--- src/logic/phy_mgmt_pkg.sv ---
/*
  Package for the PHY management access block: register map, field layout,
  clock divider table, frame constants and the carrier structs.
  Assumes a 32-bit AXI4-Lite register bus and a single system clock.
*/
package phy_mgmt_pkg;

  // Register byte offsets.
  localparam logic [7:0] CMD_OFFSET = 8'h10;
  localparam logic [7:0] DATA_OFFSET = 8'h14;

  // Command register fields.
  localparam int BUSY_BIT = 0;
  localparam int WRITE_BIT = 1;
  localparam int RANGE_LSB = 2;
  localparam int RANGE_MSB = 4;
  localparam int REGIDX_LSB = 6;
  localparam int REGIDX_MSB = 10;
  localparam int PHYSEL_LSB = 11;
  localparam int PHYSEL_MSB = 15;
  localparam int DATA_MSB = 15;

  // Reset values.
  localparam logic [15:0] CMD_RESET = 16'h0000;
  localparam logic [15:0] DATA_RESET = 16'h0000;

  // Clock range codes and their divide ratios.
  localparam logic [2:0] RANGE_60_100 = 3'h0;
  localparam logic [2:0] RANGE_100_150 = 3'h1;
  localparam logic [2:0] RANGE_20_35 = 3'h2;
  localparam logic [2:0] RANGE_35_60 = 3'h3;
  localparam logic [2:0] RANGE_150_168 = 3'h4;
  localparam logic [7:0] DIV_60_100 = 8'h2a;
  localparam logic [7:0] DIV_100_150 = 8'h3e;
  localparam logic [7:0] DIV_20_35 = 8'h10;
  localparam logic [7:0] DIV_35_60 = 8'h1a;
  localparam logic [7:0] DIV_150_168 = 8'h66;

  // Frame layout: 32 preamble bits, then 32 bits of start, opcode, addresses,
  // turnaround and data.
  localparam logic [6:0] PREAMBLE_BITS = 7'h20;
  localparam logic [6:0] FRAME_BITS = 7'h40;
  localparam logic [6:0] TA_FIRST_BIT = 7'h2e;
  localparam logic [6:0] DATA_FIRST_BIT = 7'h30;
  localparam logic [1:0] START_CODE = 2'h1;
  localparam logic [1:0] OP_WRITE = 2'h1;
  localparam logic [1:0] OP_READ = 2'h2;
  localparam logic [1:0] TA_WRITE = 2'h2;

  // AXI response codes.
  localparam logic [1:0] RESP_OKAY = 2'h0;
  localparam logic [1:0] RESP_SLVERR = 2'h2;

  // Command register contents.
  typedef struct packed {
    logic [4:0] phySel;
    logic [4:0] regIndex;
    logic [2:0] clockRange;
    logic write;
    logic busy;
  } command_s;

  // Management pins: clock out, data out and data enable.
  typedef struct packed {
    logic mdc;
    logic mdioOut;
    logic mdioOe;
  } mgmt_pins_s;

endpackage

--- src/logic/phy_mgmt_access.sv ---
/*
  PHY management access block: an AXI4-Lite slave holding the command and
  data registers and a serial management engine driving one PHY frame per access.
  Assumes the management data pin is resolved outside from mdioOut and mdioOe,
  and that AXI masters keep valid and payload steady until accepted.
*/
// Added by the designer: the AXI4-Lite interface to the registers.
`timescale 1ns/100ps

module phy_mgmt_access (
  input wire logic clock,
  input wire logic arst_n,
  input wire logic [7:0] awaddr,
  input wire logic awvalid,
  output logic awready,
  input wire logic [31:0] wdata,
  input wire logic [3:0] wstrb,
  input wire logic wvalid,
  output logic wready,
  output logic [1:0] bresp,
  output logic bvalid,
  input wire logic bready,
  input wire logic [7:0] araddr,
  input wire logic arvalid,
  output logic arready,
  output logic [31:0] rdata,
  output logic [1:0] rresp,
  output logic rvalid,
  input wire logic rready,
  input wire logic mdioIn,
  output phy_mgmt_pkg::mgmt_pins_s mgmtPins
);

  // Link sequencer states: waiting, shifting the frame, one cycle to wrap up.
  typedef enum logic [1:0] {IDLE, SHIFT, FINISH} mgmt_state_e;

  // Register state, link state and the held halves of a bus write.
  phy_mgmt_pkg::command_s command_reg;
  logic [15:0] data_reg;
  mgmt_state_e state_reg;
  logic [7:0] divCount_reg;
  logic [7:0] divRatio;
  logic [6:0] bitCount_reg;
  logic [31:0] shift_reg;
  logic [15:0] readShift_reg;
  logic mdc_reg;
  logic mdioOut_reg;
  logic mdioOe_reg;
  logic [7:0] awaddr_reg;
  logic awHeld_reg;
  logic [31:0] wdata_reg;
  logic [3:0] wstrb_reg;
  logic wHeld_reg;
  logic doWrite;
  logic writeCmd;
  logic writeData;
  logic startAccess;
  logic mdcRise;
  logic mdcFall;
  logic readDone;
  logic [31:0] frameWord;
  logic lastPreambleBit;
  logic lastFrameBit;
  logic [31:0] readWord;
  logic readHit;

  // Divide ratio from the clock range code; reserved codes fall back to the largest.
  always_comb begin
    case (command_reg.clockRange)
      phy_mgmt_pkg::RANGE_60_100: divRatio = phy_mgmt_pkg::DIV_60_100;
      phy_mgmt_pkg::RANGE_100_150: divRatio = phy_mgmt_pkg::DIV_100_150;
      phy_mgmt_pkg::RANGE_20_35: divRatio = phy_mgmt_pkg::DIV_20_35;
      phy_mgmt_pkg::RANGE_35_60: divRatio = phy_mgmt_pkg::DIV_35_60;
      phy_mgmt_pkg::RANGE_150_168: divRatio = phy_mgmt_pkg::DIV_150_168;
      default: divRatio = phy_mgmt_pkg::DIV_150_168;
    endcase
  end

  // Write address and data channels are caught independently in any order.
  assign awready = !awHeld_reg;
  assign wready = !wHeld_reg;
  assign doWrite = awHeld_reg && wHeld_reg && !bvalid;

  always_ff @(posedge clock or negedge arst_n) begin
    if (!arst_n) begin
      awHeld_reg <= 1'b0;
      awaddr_reg <= 8'h00;
    end else if (awvalid && awready) begin
      awHeld_reg <= 1'b1;
      awaddr_reg <= awaddr;
    end else if (doWrite) begin
      awHeld_reg <= 1'b0;
    end
  end

  always_ff @(posedge clock or negedge arst_n) begin
    if (!arst_n) begin
      wHeld_reg <= 1'b0;
      wdata_reg <= 32'h00000000;
      wstrb_reg <= 4'h0;
    end else if (wvalid && wready) begin
      wHeld_reg <= 1'b1;
      wdata_reg <= wdata;
      wstrb_reg <= wstrb;
    end else if (doWrite) begin
      wHeld_reg <= 1'b0;
    end
  end

  // Write response: OKAY for the two registers, SLVERR elsewhere.
  always_ff @(posedge clock or negedge arst_n) begin
    if (!arst_n) begin
      bvalid <= 1'b0;
      bresp <= phy_mgmt_pkg::RESP_OKAY;
    end else if (doWrite) begin
      bvalid <= 1'b1;
      bresp <= (writeCmd || writeData) ? phy_mgmt_pkg::RESP_OKAY : phy_mgmt_pkg::RESP_SLVERR;
    end else if (bready) begin
      bvalid <= 1'b0;
    end
  end

  assign writeCmd = doWrite && awaddr_reg[7:2] == phy_mgmt_pkg::CMD_OFFSET[7:2];
  assign writeData = doWrite && awaddr_reg[7:2] == phy_mgmt_pkg::DATA_OFFSET[7:2];
  // Writes to the command register while busy are dropped so a live frame keeps its fields.
  assign startAccess = writeCmd && !command_reg.busy && wstrb_reg[0]
    && wdata_reg[phy_mgmt_pkg::BUSY_BIT];

  // Command register; the low byte and the second byte take their own strobes.
  always_ff @(posedge clock or negedge arst_n) begin
    if (!arst_n) begin
      command_reg <= phy_mgmt_pkg::CMD_RESET[14:0];
    end else if (writeCmd && !command_reg.busy) begin
      if (wstrb_reg[0]) begin
        command_reg.busy <= wdata_reg[phy_mgmt_pkg::BUSY_BIT];
        command_reg.write <= wdata_reg[phy_mgmt_pkg::WRITE_BIT];
        command_reg.clockRange <= wdata_reg[phy_mgmt_pkg::RANGE_MSB:phy_mgmt_pkg::RANGE_LSB];
        command_reg.regIndex[1:0] <= wdata_reg[7:phy_mgmt_pkg::REGIDX_LSB];
      end
      if (wstrb_reg[1]) begin
        command_reg.regIndex[4:2] <= wdata_reg[phy_mgmt_pkg::REGIDX_MSB:8];
        command_reg.phySel <= wdata_reg[phy_mgmt_pkg::PHYSEL_MSB:phy_mgmt_pkg::PHYSEL_LSB];
      end
    end else if (state_reg == FINISH) begin
      command_reg.busy <= 1'b0;
    end
  end

  // Data register: software writes while idle; a finished read loads it first.
  always_ff @(posedge clock or negedge arst_n) begin
    if (!arst_n) begin
      data_reg <= phy_mgmt_pkg::DATA_RESET;
    end else if (readDone) begin
      data_reg <= readShift_reg;
    end else if (writeData && !command_reg.busy) begin
      if (wstrb_reg[0]) begin
        data_reg[7:0] <= wdata_reg[7:0];
      end
      if (wstrb_reg[1]) begin
        data_reg[15:8] <= wdata_reg[phy_mgmt_pkg::DATA_MSB:8];
      end
    end
  end

  // Read channel answers one cycle after the address is taken.
  assign arready = !rvalid;

  // Read word and response for the presented address; unmapped offsets read zero.
  always_comb begin
    readWord = 32'h00000000;
    readHit = 1'b1;
    if (araddr[7:2] == phy_mgmt_pkg::CMD_OFFSET[7:2]) begin
      readWord = {16'h0000, command_reg.phySel, command_reg.regIndex, 1'b0,
        command_reg.clockRange, command_reg.write, command_reg.busy};
    end else if (araddr[7:2] == phy_mgmt_pkg::DATA_OFFSET[7:2]) begin
      readWord = {16'h0000, data_reg};
    end else begin
      readHit = 1'b0;
    end
  end

  always_ff @(posedge clock or negedge arst_n) begin
    if (!arst_n) begin
      rvalid <= 1'b0;
      rdata <= 32'h00000000;
      rresp <= phy_mgmt_pkg::RESP_OKAY;
    end else if (arvalid && arready) begin
      rvalid <= 1'b1;
      rdata <= readWord;
      rresp <= readHit ? phy_mgmt_pkg::RESP_OKAY : phy_mgmt_pkg::RESP_SLVERR;
    end else if (rready) begin
      rvalid <= 1'b0;
    end
  end

  // Clock divider: low half then high half of each management clock period.
  assign mdcFall = state_reg == SHIFT && divCount_reg == divRatio - 8'h01;
  assign mdcRise = state_reg == SHIFT && divCount_reg == (divRatio >> 1) - 8'h01;

  // Divider count: one full count per bit; the ratio cannot move mid-frame as
  // command writes are dropped while busy.
  always_ff @(posedge clock or negedge arst_n) begin
    if (!arst_n) begin
      divCount_reg <= 8'h00;
    end else if (state_reg != SHIFT || mdcFall) begin
      divCount_reg <= 8'h00;
    end else begin
      divCount_reg <= divCount_reg + 8'h01;
    end
  end

  // Management clock: low in the first half of each bit period, high in the second.
  always_ff @(posedge clock or negedge arst_n) begin
    if (!arst_n) begin
      mdc_reg <= 1'b0;
    end else if (state_reg != SHIFT) begin
      mdc_reg <= 1'b0;
    end else if (mdcFall) begin
      mdc_reg <= 1'b0;
    end else if (mdcRise) begin
      mdc_reg <= 1'b1;
    end
  end

  // Frame sequencer: one bit per management clock period, changed on the falling edge.
  assign frameWord = {phy_mgmt_pkg::START_CODE,
    command_reg.write ? phy_mgmt_pkg::OP_WRITE : phy_mgmt_pkg::OP_READ,
    command_reg.phySel, command_reg.regIndex, phy_mgmt_pkg::TA_WRITE, data_reg};
  assign readDone = state_reg == FINISH && !command_reg.write;

  // Bit positions at which the line leaves the preamble and ends the frame.
  assign lastPreambleBit = bitCount_reg == phy_mgmt_pkg::PREAMBLE_BITS - 7'h01;
  assign lastFrameBit = bitCount_reg == phy_mgmt_pkg::FRAME_BITS - 7'h01;

  // Sequencer state: a start leaves idle, the last falling clock ends the frame.
  always_ff @(posedge clock or negedge arst_n) begin
    if (!arst_n) begin
      state_reg <= IDLE;
    end else begin
      case (state_reg)
        IDLE: begin
          if (startAccess) begin
            state_reg <= SHIFT;
          end
        end
        SHIFT: begin
          if (mdcFall && lastFrameBit) begin
            state_reg <= FINISH;
          end
        end
        FINISH: state_reg <= IDLE;
        default: state_reg <= IDLE;
      endcase
    end
  end

  // Bit counter: index of the bit now on the line, stepped at each falling clock.
  always_ff @(posedge clock or negedge arst_n) begin
    if (!arst_n) begin
      bitCount_reg <= 7'h00;
    end else if (state_reg != SHIFT) begin
      bitCount_reg <= 7'h00;
    end else if (mdcFall) begin
      bitCount_reg <= bitCount_reg + 7'h01;
    end
  end

  // Frame word: taken as the preamble ends, so the data word is read at that moment.
  always_ff @(posedge clock or negedge arst_n) begin
    if (!arst_n) begin
      shift_reg <= 32'h00000000;
    end else if (mdcFall && lastPreambleBit) begin
      shift_reg <= frameWord;
    end else if (mdcFall) begin
      shift_reg <= {shift_reg[30:0], 1'b0};
    end
  end

  // Data out: preamble ones, then the frame word MSB first, changed with the falling clock.
  always_ff @(posedge clock or negedge arst_n) begin
    if (!arst_n) begin
      mdioOut_reg <= 1'b0;
    end else if (state_reg == IDLE && startAccess) begin
      mdioOut_reg <= 1'b1;
    end else if (mdcFall && !lastFrameBit) begin
      if (bitCount_reg < phy_mgmt_pkg::PREAMBLE_BITS - 7'h01) begin
        mdioOut_reg <= 1'b1;
      end else if (lastPreambleBit) begin
        mdioOut_reg <= frameWord[31];
      end else begin
        mdioOut_reg <= shift_reg[30];
      end
    end else if (state_reg != SHIFT) begin
      mdioOut_reg <= 1'b0;
    end
  end

  // Data enable: a read hands the line to the PHY from the first turnaround bit.
  always_ff @(posedge clock or negedge arst_n) begin
    if (!arst_n) begin
      mdioOe_reg <= 1'b0;
    end else if (state_reg == IDLE && startAccess) begin
      mdioOe_reg <= 1'b1;
    end else if (mdcFall && !lastFrameBit) begin
      mdioOe_reg <= command_reg.write
        || bitCount_reg < phy_mgmt_pkg::TA_FIRST_BIT - 7'h01;
    end else if (state_reg != SHIFT) begin
      mdioOe_reg <= 1'b0;
    end
  end

  // Read data is sampled on the rising management clock during the data bits.
  always_ff @(posedge clock or negedge arst_n) begin
    if (!arst_n) begin
      readShift_reg <= 16'h0000;
    end else if (mdcRise && bitCount_reg >= phy_mgmt_pkg::DATA_FIRST_BIT) begin
      readShift_reg <= {readShift_reg[14:0], mdioIn};
    end
  end

  // Pin outputs come straight from flip-flops so the PHY never sees a glitch.
  assign mgmtPins.mdc = mdc_reg;
  assign mgmtPins.mdioOut = mdioOut_reg;
  assign mgmtPins.mdioOe = mdioOe_reg;

endmodule

--- config.mk ---
export PLATFORM = sky130hd
export DESIGN_NAME = phy_mgmt_access
export DESIGN_NICKNAME = d
export VERILOG_FILES = /design/src/logic/phy_mgmt_pkg.sv /design/src/logic/phy_mgmt_access.sv
export SDC_FILE = /design/constraint.sdc
export NUM_CORES = 1
export LEC_CHECK = 0
export BUFFER_PORTS_ARGS = -buffer_cell sky130_fd_sc_hd__buf_2
export CAP_MARGIN = 20
export CORE_ASPECT_RATIO = 0.6
export CORE_MARGIN = 2
export CORE_UTILIZATION = 60
export DETAILED_ROUTE_END_ITERATION = 16
export PLACE_DENSITY = 0.85
export SLEW_MARGIN = 10
export SYNTH_ARGS = -nofsm -noshare
export SYNTH_HDL_FRONTEND = slang
export SYNTH_SLANG_ARGS = --single-unit
--- constraint.sdc ---
create_clock -name clock -period 4.2 [get_ports clock]
set_clock_uncertainty 0.05 [all_clocks]
set_input_delay 0.21 -clock clock [delete_from_list [all_inputs] [get_ports clock]]
set_output_delay 0.21 -clock clock [all_outputs]
set_load 0.1 [all_outputs]
## After elaboration in Yosys (flattened, before gate mapping)

Index checks and enable logic that the tools add are counted.

| storage, ports and cells | value |
|---|---|
| logic and storage cells | 139 |
| input bits | 60 |
| flip-flop bits (word level) | 164 |

| operators by class | value |
|---|---|
| muxes and demuxes | 40 |
| reduce and logical (&&, ||, !) cells | 49 |
| equality and inequality tests | 17 |
| $lt $le $gt $ge | 3 |
| add/sub/neg operators | 4 |

Operators with widths:

| kind | number |
|---|---|
| 16-bit 2-to-1 mux | 4 |
| 31-bit 2-to-1 mux | 2 |
| 7-bit one-hot mux with 4 select lines | 1 |
| 6-bit by 3-bit equality test with 1-bit output, second input constant | 4 |
| 8-bit 2-to-1 mux | 3 |
| 1-bit 2-to-1 mux | 22 |
| 2-bit nonzero test | 10 |
| 1-bit logical AND | 19 |
| 8-bit equality test | 2 |
| 7-bit 2-to-1 mux | 2 |
| 2-bit AND reduction | 6 |
| 2-bit 2-to-1 mux | 5 |
| 8-bit by 1-bit adder with 8-bit output, second input constant | 1 |
| 7-bit by 1-bit subtractor with 8-bit output, second input constant | 1 |
| 7-bit by 1-bit adder with 7-bit output, second input constant | 1 |
| 7-bit by 5-bit equality test with 1-bit output, second input constant | 1 |
| 7-bit by 6-bit equality test with 1-bit output, second input constant | 1 |
| 7-bit by 6-bit >= comparator with 1-bit output, second input constant | 1 |
| 1-bit logical NOT | 7 |
| 7-bit by 5-bit < comparator with 1-bit output, second input constant | 1 |
| 7-bit by 6-bit < comparator with 1-bit output, second input constant | 1 |
| 6-bit by 1-bit subtractor with 7-bit output, second input constant | 1 |
| 3-bit by 2-bit equality test with 1-bit output, second input constant | 2 |
| 3-bit nonzero test | 2 |
| 9 further kinds | 13 |

## Longest topological paths before layout

| depth | value |
|---|---|
| depth after elaboration | 8 |
| gate-level depth with buffers | 10 |
| gate-level depth less buffers | 8 |

## Worst setup path after synthesis

No wires, ideal clock.

| timing path | value |
|---|---|
| path kind | register to register |
| start | register rvalid |
| end | register rvalid |
| path buffers | 1 |
| setup time | 0.163 ns |
| slack | 1.609 ns |
| data required time | 3.987 ns |
| arrival | 2.378 ns |
| period minus slack after synthesis | 2.591 ns |
| cell stages (with the launch flop) | 5 |
| cells stage by stage | dfrtp_1 > inv_1 > nand2_1 > clkbuf_1 > o21ai_0 |

| between the ends | value |
|---|---|
| cells in the longest elaborated chain, start to end | 3 |
| elaborated cells between the ends (all ways) | 4 |

RTL lines:

| element | RTL line | RTL |
|---|---|---|
| from (decl) | phy_mgmt_access.sv:28 | `output logic rvalid,` |
| from (signal assigned) | phy_mgmt_access.sv:184 | `rvalid <= 1'b0;` |
| from (signal assigned) | phy_mgmt_access.sv:188 | `rvalid <= 1'b1;` |
| from (signal assigned) | phy_mgmt_access.sv:192 | `rvalid <= 1'b0;` |
| 1-bit logical NOT * | phy_mgmt_access.sv:166 | `assign arready = !rvalid;` |
| via arready | phy_mgmt_access.sv:25 | `output logic arready,` |
| 1-bit logical AND * | phy_mgmt_access.sv:187 | `end else if (arvalid && arready) begin` |
| 1-bit 2-to-1 mux or 2-bit nonzero test (tied branches) | -- |  |

Mark *: on every way through the listed nets, which the timed path passes. The rest lies on a longest branch.
A chain may end at the register's enable or synchronous reset.

## Worst setup path after layout

| timing path | value |
|---|---|
| start | register command_reg[4] (netlist bit) |
| end | register shift_reg[29] |

| between the ends | value |
|---|---|
| cells in the longest elaborated chain, start to end | 7 |
| elaborated cells between the ends (all ways) | 11 |

RTL lines:

| element | RTL line | RTL |
|---|---|---|
| from (decl) | phy_mgmt_access.sv:38 | `phy_mgmt_pkg::command_s command_reg;` |
| from (signal assigned) | phy_mgmt_access.sv:132 | `command_reg <= phy_mgmt_pkg::CMD_RESET[14:0];` |
| 3-bit by 2-bit equality test with 1-bit output (tied with other cells) | phy_mgmt_access.sv:69 | `case (command_reg.clockRange)` |
| 7-bit one-hot mux with 4 select lines * | phy_mgmt_access.sv:69 |  |
| 7-bit by 1-bit subtractor with 8-bit output * | phy_mgmt_access.sv:197 | `assign mdcFall = state_reg == SHIFT && divCount_reg == divRatio - 8'h01;` |
| 8-bit equality test * | phy_mgmt_access.sv:197 |  |
| 1-bit logical AND * | phy_mgmt_access.sv:197 |  |
| 1-bit logical AND | phy_mgmt_access.sv:272 | `end else if (mdcFall && lastPreambleBit) begin` |
| 31-bit 2-to-1 mux or 2-bit nonzero test (tied branches) | -- |  |
| to (signal assigned) | phy_mgmt_access.sv:273 | `shift_reg <= frameWord;` |
| to (signal assigned) | phy_mgmt_access.sv:275 | `shift_reg <= {shift_reg[30:0], 1'b0};` |
| to (decl) | phy_mgmt_access.sv:44 | `logic [31:0] shift_reg;` |

Every way passes the cells marked *; elsewhere a longest branch is shown, timed or not.

==> flow_metrics.py <==
metrics = {
    "synth": {
        "synth_mux_area_share_pct": 18.36,
        "synthArstFlopShare_pct": 100.0,
        "synth_seq_area_share_pct": 53.95,
        "synth_cells": 578,
        "synth_simple_gate_area_share_pct": 8.711,
        "ys_ff_latch": 144,
        "synth_edf_count": 0,
        "yosys_warnings": 0,
        "ys_types": 49,
        "netlist_area_um2": 6679,
        "synthAdderAreaFrac_pct": 0.7493,
        "synth_xor_area_share_pct": 1.967,
        "synth_top_flop_cell": "dfrtp_1",
        "synth_top_family_by_area": "multiplexers",
        "avgSynthCellArea_um2": 11.56,
        "synth_compound_area_share_pct": 10.42,
    },
    "drt": {
        "drtPass1Iterations": 5,
        "routed_wl_um": 16740,
        "met2_length_um": 7907,
        "drc": 0,
        "avgViaCountPerCell": 6.108,
        "ant_nets": 0,
        "highest_layer": "met4",
        "wire_per_inst_um": 20.59,
        "drtIter0Drc": 589,
        "m1WireLength_um": 6595,
        "wl_met3_um": 1506,
        "routed-via-count": 4966,
    },
    "sta": {
        "grt_setup_unrepaired": "no",
        "setup_viol": 0,
        "hold_viol": 0,
        "fin_crit_sh_pct": 72.90,
        "fin_crit_ns": 3.062,
        "max-slew-margin-rel_pct": 31.08,
        "slew_viol_final": 0,
        "tightest_slew_ns": 1.034,
        "worst_slack_ns": 1.138,
        "finalSetupTns_ns": 0,
        "fmax_mhz": 326.6,
    },
    "setup_path": {
        "worstSetupPathType": "reg2reg",
        "cp.required_ns": 4.46,
        "cp_max_fo": 17,
        "cp.arrival_ns": 3.32,
        "startpoint_type": "register",
        "endpoint_kind": "register",
    },
    "power": {
        "vdd_drop_max_mv": 0.6722,
        "powerDensity_nw_per_um2": 586.3,
        "power_leakage_nw": 3.792,
    },
    "global_routing": {
        "grt_max_degree": 113,
        "grt_usage_pct": 29.85,
        "overflow": 0,
        "antenna_found_initial": 0,
        "grt_pass1_wl_um": 27120,
        "first_global_vias": 5059,
    },
    "final_layout": {
        "final_area_um2": 7928,
        "stdcell_count": 813,
        "final_common_cell": "dfrtp_1",
        "largest_reg_flops": 31,
        "n_antenna_cell": 0,
        "mostFrequentLayoutCells": "dfrtp_1, o21ai_0, buf_2",
        "nNetsFinal": 726,
        "syn_to_final_growth_pct": 18.70,
        "fillCellCount": 631,
        "drive_gt1_share_pct": 25.22,
    },
    "floorplan": {
        "core_um2": 10700,
        "initial_utilization_pct": 62.40,
        "die_w_um": 140.2,
        "pin_count": 104,
        "fp.dieH_um": 85.73,
        "dieArea_um2": 12020,
        "row_count": 29,
    },
    "cts": {
        "insertion_delay_ns": 0.43,
        "clk_root_buffer_cell": "clkbuf_16",
        "post_cts_resized": 0,
        "cts_buffers": 17,
        "cts_tree": "done",
        "h-tree-depth": 4,
        "cts_sinks": 144,
        "clkTransAtPathRegs_ns": 0.06,
        "cts_buffer_depth": 2,
    },
    "placed_design": {
        "place_inst": 751,
        "place_congestion": 0.8214,
        "place_ws_ns": 1.198,
        "dpl_cell_area_um2": 6979,
        "port_buffers": 63,
        "dp_hpwl_um": 9912,
    },
    "worst_hold_path": {
        "min_path_type": "in2reg",
    },
    "run": {
        "maxCapViolations": 0,
    },
    "run_status": {
        "outcome": "complete, no violations",
    },
}
==> per-stage QoR <==
stage                     hold WS [ns]  power [W]  utilization (%)
after global placement          0.3390   0.002868            65.13
after CTS                     0.003139   0.004620            73.90
after floorplan                -0.1356   0.002676                -
after global routing            0.2108   0.004832            74.06
final                           0.2063   0.004648            74.06
after detailed placement        0.3477   0.002943            65.20
==> cell usage after synthesis (2+ instances only) <==
| cell type | number | share of area [%] |
|---|---|---|
| and3_1 | 2 | 0.19 |
| buf_4 | 24 | 2.7 |
| nand2_1 | 44 | 2.5 |
| xor2_1 | 2 | 0.26 |
| mux2_2 | 44 | 7.4 |
| or3_1 | 6 | 0.56 |
| nor2_1 | 14 | 0.79 |
| inv_1 | 16 | 0.90 |
| nor3_1 | 5 | 0.37 |
| nor4_1 | 2 | 0.19 |
| xnor2_1 | 13 | 1.7 |
| nor2b_1 | 6 | 0.56 |
| mux2i_1 | 58 | 8.7 |
| o21a_1 | 3 | 0.34 |
| nand4_1 | 4 | 0.37 |
| clkbuf_1 | 17 | 0.96 |
| a31oi_1 | 2 | 0.19 |
| nand4b_1 | 2 | 0.26 |
| o21ai_0 | 101 | 7.6 |
| mux2_4 | 10 | 2.2 |
| a21oi_1 | 11 | 0.82 |
| nand3_1 | 5 | 0.37 |
| dfrtp_1 | 144 | 54 |
| ha_1 | 4 | 0.75 |
| buf_1 | 2 | 0.11 |
| buf_2 | 11 | 0.82 |
| o41ai_2 | 2 | 0.49 |
| nand2b_1 | 3 | 0.28 |
==> critical path: stages (launching register included) <==
cell and delay, ns:
dfrtp_1 0.55, nor3b_4 0.31, ha_1 0.31, xnor2_1 0.15
a2111oi_2 0.30, nand4_1 0.15, nand2b_1 0.47, buf_4 0.36
mux2_2 0.28
==> cell families (layout without fill, tap and decap cells) <==
| logic type | count (synthesis) | after routing |
|---|---|---|
| DFF | 144 | 144 |
| AOI/OAI and AO/OA | 126 | 126 |
| muxes | 112 | 112 |
| and+or+nand+nor | 105 | 105 |
| buffers and inverters | 71 | 150 |
| xor gates and xnor gates | 15 | 15 |
| adders and majority gates | 4 | 4 |
| other | 1 | 18 |
==> where the power goes <==
group          total, W  internal [W]  switching [W]
Combinational   0.00102      0.000379       0.000642
Clock           0.00165       0.00105       0.000597
Sequential      0.00198       0.00166       0.000314
==> what timing repair did <==
action | 4_1_cts | 5_1_grt
hold buffers | 29 | 1
setup buffers | 0 | 0
hold endpoints to repair | 139 | 1
==> layout make-up <==
type / count / area, µm² / share of cell area (%)
Inverter: 16 / 60.06 / 0.7576
Sequential cell: 144 / 3603 / 45.45
Timing Repair Buffer: 103 / 696.9 / 8.791
Tap cell: 139 / 173.9 / 2.194
Clock buffer: 18 / 429.2 / 5.414
Clock inverter: 13 / 211.5 / 2.667
Multi-Input combinational cell: 380 / 2753 / 34.72
==> path summary, 6_finish.rpt <==
| check | startpoint | endpoint | slack (ns) | cells past startpoint |
|---|---|---|---|---|
| setup / recovery | command_reg[4]$_DFFE_PN0P_ | shift_reg[29]$_DFFE_PN0P_ | 1.14 | 8 |
| hold / removal | arvalid | rresp[1]$_DFFE_PN0P_ | 0.21 | 3 |
| setup reg to reg | command_reg[4]$_DFFE_PN0P_ | shift_reg[29]$_DFFE_PN0P_ | 1.14 | 8 |
| hold reg to reg | rdata[12]$_DFFE_PN0P_ | rdata[12]$_DFFE_PN0P_ | 0.42 | 2 |
| max in group asynchronous | arst_n | rdata[15]$_DFFE_PN0P_ | 2.61 | 3 |
| min in group asynchronous | arst_n | wHeld_reg$_DFFE_PN0P_ | 0.45 | 2 |
==> layer usage <==
layer	up-vias	GRT usage, %
li1	2161	-
met1	2424	38.36
met2	296	47.28
met3	85	8.989
met4	0	14.42
met5	-	0
Note: power is estimated with default switching activity, not from simulation.
